File: src/design/mad_pkg.sv
/*
  Shared constants and types for the memory attribute decode block.
  Assumes a 32-bit register port with byte addresses.
*/
package mad_pkg;
  localparam int ADDR_W = 8;
  localparam int DATA_W = 32;
  localparam int SLOT_W = 8;
  localparam int SLOTS_PER_REG = 4;
  localparam logic [ADDR_W-1:0] OFF_SEL = 8'h00;
  localparam logic [ADDR_W-1:0] OFF_BASE = 8'h04;
  localparam logic [ADDR_W-1:0] OFF_LIMIT = 8'h08;
  localparam logic [ADDR_W-1:0] OFF_ALIAS1 = 8'h0C;
  localparam logic [ADDR_W-1:0] OFF_ALIAS2 = 8'h10;
  localparam logic [ADDR_W-1:0] OFF_ALIAS3 = 8'h14;
  localparam logic [ADDR_W-1:0] OFF_ATTR_LO = 8'h18;
  localparam logic [ADDR_W-1:0] OFF_ATTR_HI = 8'h1C;
  localparam logic [ADDR_W-1:0] OFF_STATUS = 8'h20;
  localparam logic [DATA_W-1:0] SEL_MASK = 32'h0000_00FF;
  localparam logic [DATA_W-1:0] LIMIT_WMASK = 32'hFFFF_FFEF;
  localparam logic [DATA_W-1:0] ATTR_RST = 32'h0000_0000;
  localparam logic [7:0] SEL_RST = 8'h00;
  localparam logic [4:0] ADDR_LOW_ZERO = 5'h00;
  localparam logic [4:0] ADDR_LOW_ONES = 5'h1F;
  localparam int LIM_EN = 0;
  localparam int LIM_IDX_LSB = 1;
  localparam int ADDR_LSB = 5;
  localparam int AP_ANY = 1;
  localparam int AP_RO = 2;
  localparam int STAT_FAULT = 0;
  localparam int STAT_REG_LSB = 8;
  localparam logic [3:0] NIB_DEVICE = 4'h0;
  localparam logic [3:0] NIB_NC = 4'h4;
  localparam logic [1:0] NO_ALLOC = 2'b00;

  typedef enum logic [1:0] {CK_NC, CK_WT, CK_WB, CK_UNP} mad_cache_t;

  typedef struct packed {
    mad_cache_t kind;
    logic transient;
    logic ra;
    logic wa;
    logic bad;
  } mad_nib_t;

  typedef struct packed {
    logic is_device;
    logic [1:0] dev_class;
    mad_nib_t outer;
    mad_nib_t inner;
  } mad_attr_t;

  // Same scheme serves outer and inner halves
  function automatic mad_nib_t mad_decode_nib(input logic [3:0] n);
    mad_nib_t d;
    d.ra = n[1];
    d.wa = n[0];
    d.transient = ~n[3];
    d.bad = 1'b0;
    if (n == NIB_NC) begin
      d.kind = CK_NC;
      d.ra = 1'b0;
      d.wa = 1'b0;
      d.transient = 1'b0;
    end else if (n == NIB_DEVICE) begin
      d.kind = CK_UNP;
      d.bad = 1'b1;
    end else begin
      d.kind = n[2] ? CK_WB : CK_WT;
      d.bad = ~n[3] & (n[1:0] == NO_ALLOC);
    end
    return d;
  endfunction
endpackage

File: src/design/mad_if.sv
/*
  Carriers between the top block and its memory and decoder.
  Assumes one clock shared by all parties.
*/
`timescale 1ns/1ps
interface mad_mem_if #(parameter int AW = 4);
  logic wr_en;
  logic wr_lim;
  logic [AW-1:0] wr_addr;
  logic [31:0] wr_data;
  logic [AW-1:0] ra_addr;
  logic ra_lim;
  logic [31:0] ra_data;
  logic [AW-1:0] rb_addr;
  logic [63:0] rb_data;
  modport user (output wr_en, wr_lim, wr_addr, wr_data, ra_addr, ra_lim, rb_addr, input ra_data, rb_data);
  modport mem (input wr_en, wr_lim, wr_addr, wr_data, ra_addr, ra_lim, rb_addr, output ra_data, rb_data);
endinterface

interface mad_attr_if;
  import mad_pkg::*;
  logic [7:0] attr_byte;
  mad_attr_t dec;
  modport user (output attr_byte, input dec);
  modport dec_side (input attr_byte, output dec);
endinterface

File: src/design/mad_top.sv
/*
  Memory attribute table, region selector, limit alias path and access check.
  Assumes register port and access requests come from logic on ref_clk.
*/
// The address map and the plain strobed port are this design's own decisions.
`timescale 1ns/1ps
// What this block does
// - A limit alias access n reaches the region formed from selector bits [7:2] and n in the low two bits.
// - Both attribute registers exist once per Security state and each access uses its own state's copy.
// - The low attribute register holds slots 0 to 3, slot n at bits [8n+7:8n].
// - The high attribute register holds slots 4 to 7, slot n at bits [8(n-4)+7:8(n-4)].
// - An upper nibble of 0000 means device memory, with bits [3:2] giving the ordering class.
// - A nonzero upper nibble means normal memory, and 0100 there means outer non-cacheable.
// - Outer top bits give write-through or write-back, transient or not, and transient low bits are never 00.
// - The inner nibble uses the same scheme, 0100 is inner non-cacheable and 0000 is unpredictable.
// - In a cacheable nibble the low two bits request read and write allocation when set.
// - An access that breaks its matching region's permissions raises a memory-management fault.
// - A region's attribute index in limit bits [3:1] picks which of the eight slots applies.
module mad_top
  import mad_pkg::*;
#(
  parameter int NUM_REGIONS = 8
) (
  // Clock and reset
  input wire logic ref_clk,
  input wire logic sys_rst,
  // Register port
  input wire logic [mad_pkg::ADDR_W-1:0] reg_addr,
  input wire logic [mad_pkg::DATA_W-1:0] reg_wdata,
  input wire logic reg_wr,
  input wire logic reg_rd,
  output logic [mad_pkg::DATA_W-1:0] reg_rdata,
  // Security state of register accesses
  input wire logic cur_secure,
  // Access check request
  input wire logic acc_valid,
  input wire logic [31:0] acc_addr,
  input wire logic acc_write,
  input wire logic acc_priv,
  input wire logic acc_secure,
  output logic acc_ready,
  // Access check result
  output logic chk_done,
  output logic chk_hit,
  output logic chk_fault,
  output logic [7:0] chk_region,
  output mad_pkg::mad_attr_t chk_attr,
  output logic memory_management_fault
);
  import mad_pkg::*;

  localparam int RW = $clog2(NUM_REGIONS);
  localparam int AW = RW + 1;
  localparam logic [RW-1:0] LAST_IDX = RW'(NUM_REGIONS - 1);

  initial begin
    if (NUM_REGIONS < 4 || NUM_REGIONS > 256 || NUM_REGIONS != (1 << RW)) begin
      $error("NUM_REGIONS must be a power of two from 4 to 256");
    end
  end

  typedef enum logic [1:0] {ST_IDLE, ST_SCAN, ST_DRAIN, ST_DONE} mad_state_t;

  function automatic logic [1:0] alias_num(input logic [ADDR_W-1:0] a);
    case (a)
      OFF_ALIAS1: alias_num = 2'd1;
      OFF_ALIAS2: alias_num = 2'd2;
      OFF_ALIAS3: alias_num = 2'd3;
      default: alias_num = 2'd0;
    endcase
  endfunction

  function automatic logic [7:0] slot_of(input logic [31:0] lo, input logic [31:0] hi, input logic [2:0] idx);
    logic [31:0] w;
    w = idx[2] ? hi : lo;
    slot_of = w[idx[1:0] * SLOT_W +: SLOT_W];
  endfunction

  // Banked state, index 1 is secure; the fault status below is held once for both states
  logic [7:0] sel_r [2];
  logic [31:0] attr_lo_r [2];
  logic [31:0] attr_hi_r [2];
  logic fault_sticky_r;
  logic [7:0] fault_region_r;

  logic wr_sel, wr_base, wr_lim, wr_alias, wr_lo, wr_hi, wr_stat;
  logic [1:0] alias_n;
  logic [7:0] cur_sel;
  logic [7:0] tgt_region;
  logic tgt_ok;

  assign cur_sel = sel_r[cur_secure];
  assign alias_n = alias_num(reg_addr);
  assign wr_sel = reg_wr && reg_addr == OFF_SEL;
  assign wr_base = reg_wr && reg_addr == OFF_BASE;
  assign wr_lim = reg_wr && reg_addr == OFF_LIMIT;
  assign wr_alias = reg_wr && alias_n != 2'd0;
  assign wr_lo = reg_wr && reg_addr == OFF_ATTR_LO;
  assign wr_hi = reg_wr && reg_addr == OFF_ATTR_HI;
  assign wr_stat = reg_wr && reg_addr == OFF_STATUS;

  // Alias forms its target without touching the stored selector
  assign tgt_region = (alias_n != 2'd0) ? {cur_sel[7:2], alias_n} : cur_sel;
  // Unimplemented regions are ignored rather than aliased onto real ones
  assign tgt_ok = {1'b0, tgt_region} < 9'(NUM_REGIONS);

  mad_mem_if #(.AW(AW)) mi ();
  mad_attr_if ai ();

  mad_region_mem #(.DEPTH(2 * NUM_REGIONS), .AW(AW)) u_mem (
    .clk(ref_clk),
    .m(mi.mem)
  );

  mad_attr_dec u_dec (
    .a(ai.dec_side)
  );

  always_ff @(posedge ref_clk) begin
    if (sys_rst) begin
      sel_r[0] <= SEL_RST;
      sel_r[1] <= SEL_RST;
    end else if (wr_sel) begin
      sel_r[cur_secure] <= reg_wdata[7:0];
    end
  end

  always_ff @(posedge ref_clk) begin
    if (sys_rst) begin
      attr_lo_r[0] <= ATTR_RST;
      attr_lo_r[1] <= ATTR_RST;
      attr_hi_r[0] <= ATTR_RST;
      attr_hi_r[1] <= ATTR_RST;
    end else begin
      if (wr_lo) begin
        attr_lo_r[cur_secure] <= reg_wdata;
      end
      if (wr_hi) begin
        attr_hi_r[cur_secure] <= reg_wdata;
      end
    end
  end

  // Region words: bus writes use the write port, bus reads use port A
  always_comb begin
    mi.wr_en = (wr_base || wr_lim || wr_alias) && tgt_ok;
    mi.wr_lim = !wr_base;
    mi.wr_addr = {cur_secure, tgt_region[RW-1:0]};
    mi.wr_data = wr_base ? reg_wdata : (reg_wdata & LIMIT_WMASK);
    mi.ra_addr = {cur_secure, tgt_region[RW-1:0]};
    mi.ra_lim = reg_addr != OFF_BASE;
  end

  // Read path
  logic rd_mem_r;
  logic [31:0] rd_reg_r;
  logic rd_mem_hit;

  assign rd_mem_hit = (reg_addr == OFF_BASE || reg_addr == OFF_LIMIT || alias_num(reg_addr) != 2'd0) && tgt_ok;

  always_ff @(posedge ref_clk) begin
    if (sys_rst) begin
      rd_mem_r <= 1'b0;
      rd_reg_r <= '0;
    end else begin
      rd_mem_r <= reg_rd && rd_mem_hit;
      if (reg_rd) begin
        case (reg_addr)
          OFF_SEL: rd_reg_r <= {24'h000000, cur_sel};
          OFF_ATTR_LO: rd_reg_r <= attr_lo_r[cur_secure];
          OFF_ATTR_HI: rd_reg_r <= attr_hi_r[cur_secure];
          OFF_STATUS: rd_reg_r <= {16'h0000, fault_region_r, 7'h00, fault_sticky_r};
          default: rd_reg_r <= '0;
        endcase
      end else begin
        rd_reg_r <= '0;
      end
    end
  end

  assign reg_rdata = rd_mem_r ? mi.ra_data : rd_reg_r;

  // Access check: walk all regions, the highest-numbered match wins
  mad_state_t state_r;
  logic [RW-1:0] scan_r;
  logic [RW-1:0] eval_r;
  logic eval_v_r;
  logic [31:0] a_addr_r;
  logic a_wr_r, a_priv_r, a_sec_r;
  logic hit_r;
  logic [RW-1:0] hit_idx_r;
  logic [31:0] hit_base_r, hit_lim_r;

  assign acc_ready = state_r == ST_IDLE;
  assign mi.rb_addr = {a_sec_r, scan_r};

  always_ff @(posedge ref_clk) begin
    if (sys_rst) begin
      state_r <= ST_IDLE;
      scan_r <= '0;
    end else begin
      case (state_r)
        ST_IDLE: begin
          scan_r <= '0;
          if (acc_valid) begin
            state_r <= ST_SCAN;
          end
        end
        ST_SCAN: begin
          if (scan_r == LAST_IDX) begin
            state_r <= ST_DRAIN;
          end else begin
            scan_r <= scan_r + 1'b1;
          end
        end
        ST_DRAIN: state_r <= ST_DONE;
        ST_DONE: state_r <= ST_IDLE;
        default: state_r <= ST_IDLE;
      endcase
    end
  end

  always_ff @(posedge ref_clk) begin
    if (sys_rst) begin
      a_addr_r <= '0;
      a_wr_r <= 1'b0;
      a_priv_r <= 1'b0;
      a_sec_r <= 1'b0;
    end else if (acc_valid && acc_ready) begin
      a_addr_r <= acc_addr;
      a_wr_r <= acc_write;
      a_priv_r <= acc_priv;
      a_sec_r <= acc_secure;
    end
  end

  logic [31:0] rb_base, rb_lim;
  logic rb_match;

  assign rb_base = mi.rb_data[63:32];
  assign rb_lim = mi.rb_data[31:0];
  assign rb_match = rb_lim[LIM_EN] && a_addr_r[31:ADDR_LSB] >= rb_base[31:ADDR_LSB]
    && a_addr_r[31:ADDR_LSB] <= rb_lim[31:ADDR_LSB];

  always_ff @(posedge ref_clk) begin
    if (sys_rst) begin
      eval_v_r <= 1'b0;
      eval_r <= '0;
      hit_r <= 1'b0;
      hit_idx_r <= '0;
      hit_base_r <= '0;
      hit_lim_r <= '0;
    end else begin
      eval_v_r <= state_r == ST_SCAN;
      eval_r <= scan_r;
      if (acc_valid && acc_ready) begin
        hit_r <= 1'b0;
      end else if (eval_v_r && rb_match) begin
        hit_r <= 1'b1;
        hit_idx_r <= eval_r;
        hit_base_r <= rb_base;
        hit_lim_r <= rb_lim;
      end
    end
  end

  logic viol;
  logic [2:0] hit_slot;

  // Write to read-only, or unprivileged to privileged-only
  assign viol = (a_wr_r && hit_base_r[AP_RO]) || (!a_priv_r && !hit_base_r[AP_ANY]);
  assign hit_slot = hit_lim_r[LIM_IDX_LSB +: 3];
  assign ai.attr_byte = slot_of(attr_lo_r[a_sec_r], attr_hi_r[a_sec_r], hit_slot);

  always_ff @(posedge ref_clk) begin
    if (sys_rst) begin
      chk_done <= 1'b0;
      chk_hit <= 1'b0;
      chk_fault <= 1'b0;
      chk_region <= '0;
      chk_attr <= '0;
      memory_management_fault <= 1'b0;
    end else begin
      chk_done <= state_r == ST_DONE;
      memory_management_fault <= state_r == ST_DONE && hit_r && viol;
      if (state_r == ST_DONE) begin
        chk_hit <= hit_r;
        chk_fault <= hit_r && viol;
        chk_region <= 8'(hit_idx_r);
        chk_attr <= ai.dec;
      end
    end
  end

  // Fault status: hardware set wins over a clear in the same cycle
  always_ff @(posedge ref_clk) begin
    if (sys_rst) begin
      fault_sticky_r <= 1'b0;
      fault_region_r <= '0;
    end else begin
      if (state_r == ST_DONE && hit_r && viol) begin
        fault_sticky_r <= 1'b1;
        fault_region_r <= 8'(hit_idx_r);
      end else if (wr_stat && reg_wdata[STAT_FAULT]) begin
        fault_sticky_r <= 1'b0;
      end
    end
  end

  // Checks
  chk_alias_keeps_sel: assert property (@(posedge ref_clk) disable iff (sys_rst)
    wr_alias |=> sel_r[$past(cur_secure)] == $past(cur_sel))
    else $error("alias access changed the region selector");

  chk_alias_target: assert property (@(posedge ref_clk) disable iff (sys_rst)
    wr_alias && mi.wr_en |-> mi.wr_addr[1:0] == alias_n && tgt_region[7:2] == cur_sel[7:2])
    else $error("alias access reached the wrong region");

  chk_bank_isolated: assert property (@(posedge ref_clk) disable iff (sys_rst)
    (wr_lo || wr_hi) |=> attr_lo_r[!$past(cur_secure)] == $past(attr_lo_r[!cur_secure])
      && attr_hi_r[!$past(cur_secure)] == $past(attr_hi_r[!cur_secure]))
    else $error("attribute write leaked into the other Security state");

  chk_slot_low: assert property (@(posedge ref_clk) disable iff (sys_rst)
    !hit_slot[2] |-> ai.attr_byte == attr_lo_r[a_sec_r][8 * hit_slot[1:0] +: 8])
    else $error("low slot selection wrong");

  chk_slot_high: assert property (@(posedge ref_clk) disable iff (sys_rst)
    hit_slot[2] |-> ai.attr_byte == attr_hi_r[a_sec_r][8 * hit_slot[1:0] +: 8])
    else $error("high slot selection wrong");

  chk_device_class: assert property (@(posedge ref_clk) disable iff (sys_rst)
    ai.attr_byte[7:4] == NIB_DEVICE |-> ai.dec.is_device && ai.dec.dev_class == ai.attr_byte[3:2])
    else $error("device class decode wrong");

  chk_outer_nc: assert property (@(posedge ref_clk) disable iff (sys_rst)
    ai.attr_byte[7:4] == NIB_NC |-> !ai.dec.is_device && ai.dec.outer.kind == CK_NC)
    else $error("outer non-cacheable decode wrong");

  chk_outer_policy: assert property (@(posedge ref_clk) disable iff (sys_rst)
    ai.attr_byte[7:4] != NIB_NC && ai.attr_byte[7:4] != NIB_DEVICE
      |-> ai.dec.outer.kind == (ai.attr_byte[6] ? CK_WB : CK_WT)
        && ai.dec.outer.transient == !ai.attr_byte[7]
        && ai.dec.outer.bad == (!ai.attr_byte[7] && ai.attr_byte[5:4] == NO_ALLOC))
    else $error("outer policy decode wrong");

  chk_inner_policy: assert property (@(posedge ref_clk) disable iff (sys_rst)
    ai.attr_byte[3:0] == NIB_DEVICE |-> ai.dec.inner.bad && ai.dec.inner.kind == CK_UNP)
    else $error("inner zero not flagged");

  chk_alloc_hints: assert property (@(posedge ref_clk) disable iff (sys_rst)
    ai.dec.inner.kind inside {CK_WT, CK_WB} |-> {ai.dec.inner.ra, ai.dec.inner.wa} == ai.attr_byte[1:0])
    else $error("allocation hints wrong");

  chk_fault_timing: assert property (@(posedge ref_clk) disable iff (sys_rst)
    acc_valid && acc_ready |-> ##(NUM_REGIONS + 3) chk_done && (chk_fault == memory_management_fault))
    else $error("check result late or fault pulse mismatched");

  chk_fault_cause: assert property (@(posedge ref_clk) disable iff (sys_rst)
    memory_management_fault |-> chk_hit && $past(viol))
    else $error("fault without a violating matched region");

  cov_alias_write: cover property (@(posedge ref_clk) disable iff (sys_rst) wr_alias && mi.wr_en);
  cov_device_hit: cover property (@(posedge ref_clk) disable iff (sys_rst) chk_done && chk_attr.is_device);
  cov_fault: cover property (@(posedge ref_clk) disable iff (sys_rst) memory_management_fault);
  cov_secure_attr: cover property (@(posedge ref_clk) disable iff (sys_rst) wr_lo && cur_secure);
endmodule

File: src/design/mad_region_mem.sv
/*
  Banked region word store: base and limit per region and Security state.
  Assumes write and reads on the same clock; read data registered.
*/
`timescale 1ns/1ps
module mad_region_mem #(
  parameter int DEPTH = 16,
  parameter int AW = 4
) (
  // Clock
  input wire logic clk,
  // Access
  mad_mem_if.mem m
);
  logic [31:0] base_q [DEPTH];
  logic [31:0] lim_q [DEPTH];
  logic [31:0] ra_r;
  logic [63:0] rb_r;

  initial begin
    if (DEPTH != (1 << AW)) $error("DEPTH must be 2**AW");
  end

  always_ff @(posedge clk) begin
    if (m.wr_en) begin
      if (m.wr_lim) begin
        lim_q[m.wr_addr] <= m.wr_data;
      end else begin
        base_q[m.wr_addr] <= m.wr_data;
      end
    end
  end

  always_ff @(posedge clk) begin
    ra_r <= m.ra_lim ? lim_q[m.ra_addr] : base_q[m.ra_addr];
    rb_r <= {base_q[m.rb_addr], lim_q[m.rb_addr]};
  end

  assign m.ra_data = ra_r;
  assign m.rb_data = rb_r;
endmodule

File: src/design/mad_attr_dec.sv
/*
  Combinational decode of one attribute byte.
  Assumes the caller registers what it needs.
*/
`timescale 1ns/1ps
module mad_attr_dec (
  // Byte in, decode out
  mad_attr_if.dec_side a
);
  import mad_pkg::*;

  always_comb begin
    a.dec.is_device = (a.attr_byte[7:4] == NIB_DEVICE);
    a.dec.dev_class = a.attr_byte[3:2];
    a.dec.outer = mad_decode_nib(a.attr_byte[7:4]);
    a.dec.inner = mad_decode_nib(a.attr_byte[3:0]);
  end
endmodule

File: config.mk
export PLATFORM = sky130hd
export DESIGN_NAME = mad_top
export DESIGN_NICKNAME = d
export VERILOG_FILES = /design/src/design/mad_pkg.sv /design/src/design/mad_if.sv /design/src/design/mad_top.sv /design/src/design/mad_region_mem.sv /design/src/design/mad_attr_dec.sv
export SDC_FILE = /design/constraint.sdc
export NUM_CORES = 2
export LEC_CHECK = 0
export BUFFER_PORTS_ARGS = -buffer_cell sky130_fd_sc_hd__clkbuf_2
export CORE_UTILIZATION = 35
export CTS_BUF_LIST = sky130_fd_sc_hd__clkbuf_8
export CTS_CLUSTER_DIAMETER = 60
export CTS_CLUSTER_SIZE = 12
export DETAILED_ROUTE_END_ITERATION = 7
export HOLD_SLACK_MARGIN = 0.1
export SYNTH_ARGS = -nofsm -noshare
export SYNTH_HDL_FRONTEND = slang
export SYNTH_SLANG_ARGS = --single-unit
File: constraint.sdc
create_clock -name ref_clk -period 7.1 [get_ports ref_clk]
set_clock_uncertainty 0.2 [all_clocks]
set_input_delay 1.42 -clock ref_clk [delete_from_list [all_inputs] [get_ports ref_clk]]
set_output_delay 1.42 -clock ref_clk [all_outputs]
set_load 0.05 [all_outputs]
==> flow_metrics.py <==
metrics = {
    "floorplan": {
        "io_pins": 141,
        "die_w_um": 420,
        "die_y_um": 420,
        "core_um2": 174000,
        "design.die.area_um2": 176000,
        "start_util_pct": 35.2,
        "num_rows": 153,
    },
    "worst_hold_path": {
        "hold_class": "flip-flop to flip-flop",
        "worstHoldEndpoint": "hit_base_r[2]",
        "holdPathStages": 2,
        "hold_start": "u_mem.m.rb_data[34]",
    },
    "power_and_ir_drop": {
        "switchingPower_mw": 5.05,
        "p_per_area_nw_per_um2": 258,
        "switching_share_pct": 28.8,
        "p_leak_nw": 22.5,
        "sequentialPowerShare_pct": 52.9,
        "clock_power_share_pct": 28.6,
        "intPower_mw": 12.5,
        "vdd_ir_drop_max_uv": 209,
        "p_comb_share_pct": 18.5,
    },
    "setup_path": {
        "critPathLaunchType": "input pin",
        "cp_num_cells": 10,
        "slowest_stage": "or4_1",
        "crit_buf_inv": 2,
        "rr_endpoint": "u_mem.m.ra_data[26]",
        "worstSetupPathType": "input pin to flip-flop",
        "r2r-start": "sel_r[1][2]",
        "rr_worst_depth": 8,
        "crit_arrival_ns": 5.39,
        "cp_cell_sequence": "clkbuf_2 > or4_1 > nor3_1 > o21ai_1 > nand2_4 > buf_4 > a221o_1 > o22a_1 > a211oi_1 > a31oi_1",
        "crit_path_end_kind": "flip-flop",
        "cp.required_ns": 7.68,
        "crit_family": "simple AND/OR/NAND/NOR gates",
        "max_stage_delay_ns": 0.77,
        "critPathMaxFanout": 32,
        "ff2ff_setup_slack_ns": 2.85,
    },
    "sta": {
        "fin_tns_setup_ns": 0,
        "hold_viol_final": 0,
        "period_minus_slack_ns": 4.82,
        "rsz0062_at_grt": "false",
        "slew_headroom_pct": 12.5,
        "max_freq_mhz": 208,
        "maxSlewViolCount": 0,
        "post-route-period-util_pct": 67.8,
        "worst_pin_slew_ns": 1.28,
        "setup_viol": 0,
        "fin_ws_ns": 2.28,
    },
    "global_routing": {
        "antenna_found_initial": 16,
        "track_usage_pct": 23.8,
        "grt_max_degree": 106,
        "grt_pass1_vias": 38500,
        "grt_remaining_overflow": 0,
        "grt_pass1_wl_um": 295000,
    },
    "layout": {
        "layout-drive-gt1-share_pct": 22.2,
        "area_growth_pct": 11.3,
        "nNetsFinal": 4334,
    },
    "job": {
        "max_cap_viol_count": 0,
    },
    "detailed_routing": {
        "drcViolationCount": 0,
        "vias": 40200,
        "wl_per_cell_um": 32.3,
        "via_per_inst": 6.07,
        "wl_um": 214000,
        "ant_nets": 0,
        "firstDrtPassIters": 6,
        "dr.first_iter.drc_count": 5957,
    },
    "cts": {
        "clkSinkCount": 1368,
        "clkLatencyLatePin_ns": 0.91,
        "cts_buffer_depth": 3,
        "cts_made_buffers": 138,
        "postCtsSetupRepairBufs": 0,
        "cts_max_level": 4,
        "cts_resized": 0,
        "clkTransAtPathRegs_ns": 0.08,
        "root_buffer": "clkbuf_8",
        "cts_tree": "done",
        "cts_hold_buf": 0,
    },
    "place": {
        "dp_hpwl_um": 132000,
        "gp_congestion": 0.903,
        "port_buffers": 130,
        "pre_cts_slack_ns": 1.57,
    },
    "status": {
        "outcome": "finished, final reports clean",
    },
    "synth": {
        "ys_warn_count": 0,
        "yosysUniqueCellTypes": 84,
        "synth_edf_count": 1168,
        "async_reset_ff_share_pct": 0,
        "synth_ff_type": "edfxtp_1",
        "synth-seq-area-share_pct": 63.9,
        "ys_ff_latch": 1368,
        "syn_avg_cell_area_um2": 15.1,
        "synthCells": 4057,
        "syn_area_um2": 61100,
    },
}
## state kept, by name, indices dropped and copies added (netlist names), 15 cells and up, named ones only
name,count
attr_hi_r,64
u_mem.m.rb_data,60
u_mem.base_q,512
chk_attr,15
sel_r,16
u_mem.lim_q,512
a_addr_r,27
u_mem.m.ra_data,32
rd_reg_r,32
attr_lo_r,64
## routing by layer
layer / share of wire [%] / vias up / global-route usage, %
met2: 45 / 2722 / 36.3
met1: 39 / 20700 / 32.3
met4: 4.9 / 6 / 10.9
li1: - / 16300 / -
met5: 0.017 / - / 0
met3: 11 / 472 / 5.30
## logic make-up (layout without fill, tap and decap cells)
family / Yosys count / in the layout / synth area share [%]
xor+xnor: 3 / 3 / 0.0430
mux: 604 / 604 / 17.1
fa+ha+maj: 60 / 60 / 1.23
flops: 1368 / 1368 / 63.9
simple gates: 886 / 886 / 6.73
other cells: 1 / 9 / 0.00613
buf+inv: 367 / 592 / 2.55
compound gates: 768 / 768 / 8.44
## power by group through the flow
stage / logic (mW) / clock network (mW) / registers (mW)
after floorplan: 2.14 / 0 / 9.22
after global placement: 3.18 / 0 / 9.43
after global routing: 3.41 / 5.35 / 9.28
final: 3.24 / 5.02 / 9.27
after detailed placement: 3.21 / 0 / 9.44
after CTS: 3.22 / 5.07 / 9.25
## stage by stage
stage / cell area, µm² / utilization, % / hold WS, ns / std cells / power (mW)
global placement: 65400 / 37.7 / 0.244 / 6378 / 12.6
finish: 68000 / 39.2 / 0.263 / 6615 / 17.5
global route: 68000 / 39.2 / 0.275 / 6614 / 18.0
CTS: 68000 / 39.2 / 0.264 / 6611 / 17.5
detailed placement: 65400 / 37.7 / 0.252 / 6378 / 12.6
floorplan: 61100 / - / 0.233 / 4061 / 11.4
## worst reg2reg max path, stage by stage, from the launching register on
cell and delay, ns:
edfxtp_1 0.76, nand2_2 0.76, o21ai_4 0.39, nor2_1 0.80
buf_4 0.36, a21oi_1 0.10, o221ai_1 0.29, and3_1 0.28
a31oi_1 0.11
## worst max path at each step
stage	slack, ns	end	startpoint
final	2.28	u_mem.m.ra_data[30]	reg_addr[7]
after global routing	2.36	u_mem.m.ra_data[1]	cur_secure
after CTS	2.51	u_mem.m.ra_data[1]	cur_secure
after detailed placement	1.57	u_mem.m.ra_data[30]	reg_addr[7]
after global placement	1.56	u_mem.m.ra_data[30]	reg_addr[7]
after floorplan	1.08	attr_lo_r[0][0]	reg_addr[7]
## layout make-up
cell class,instances,area [µm²]
diodes,4,10.0
repair buffers,288,2200
multi-input cells,2326,20900
inverters,71,267
fillers,16100,106000
clock buffers,152,2090
flip-flops and latches,1368,39100
well taps,2325,2910
clock inverters,81,514
## synthesized netlist by cell type (60+ instances only)
cell type	number	share of area [%]
edfxtp_1	1168	57
nand2_1	436	2.7
mux4_2	345	13
a21oi_1	250	2.0
dfxtp_1	200	6.6
mux2i_1	200	3.3
clkbuf_1	164	1.0
and2_1	151	1.5
o21ai_0	135	1.1
nor2_1	125	0.77
a221oi_1	92	1.3
buf_2	73	0.60
inv_1	70	0.43
nand3_1	62	0.51
ha_1	60	1.2
## cells in the final DEF (no fill, tap or decap), drive strengths merged, types with 6 or more instances in the layout
master    count
a2111oi      30
a211oi       21
a21o          9
a21oi       252
a221o        41
a221oi       99
a222oi        7
a22oi        17
a31oi        26
and2        152
and3         18
buf         160
bufinv        6
clkbuf      280
clkinvlp      8
dfxtp       200
edfxtp     1168
ha           60
inv         133
mux2         59
mux2i       200
mux4        345
nand2       437
nand2b       10
nand3        62
nand4        10
nor2        127
nor2b        16
nor3         27
nor4          7
o21ai       158
o221ai       19
o22a         23
o22ai        16
Power figures use the tool's default switching activity.
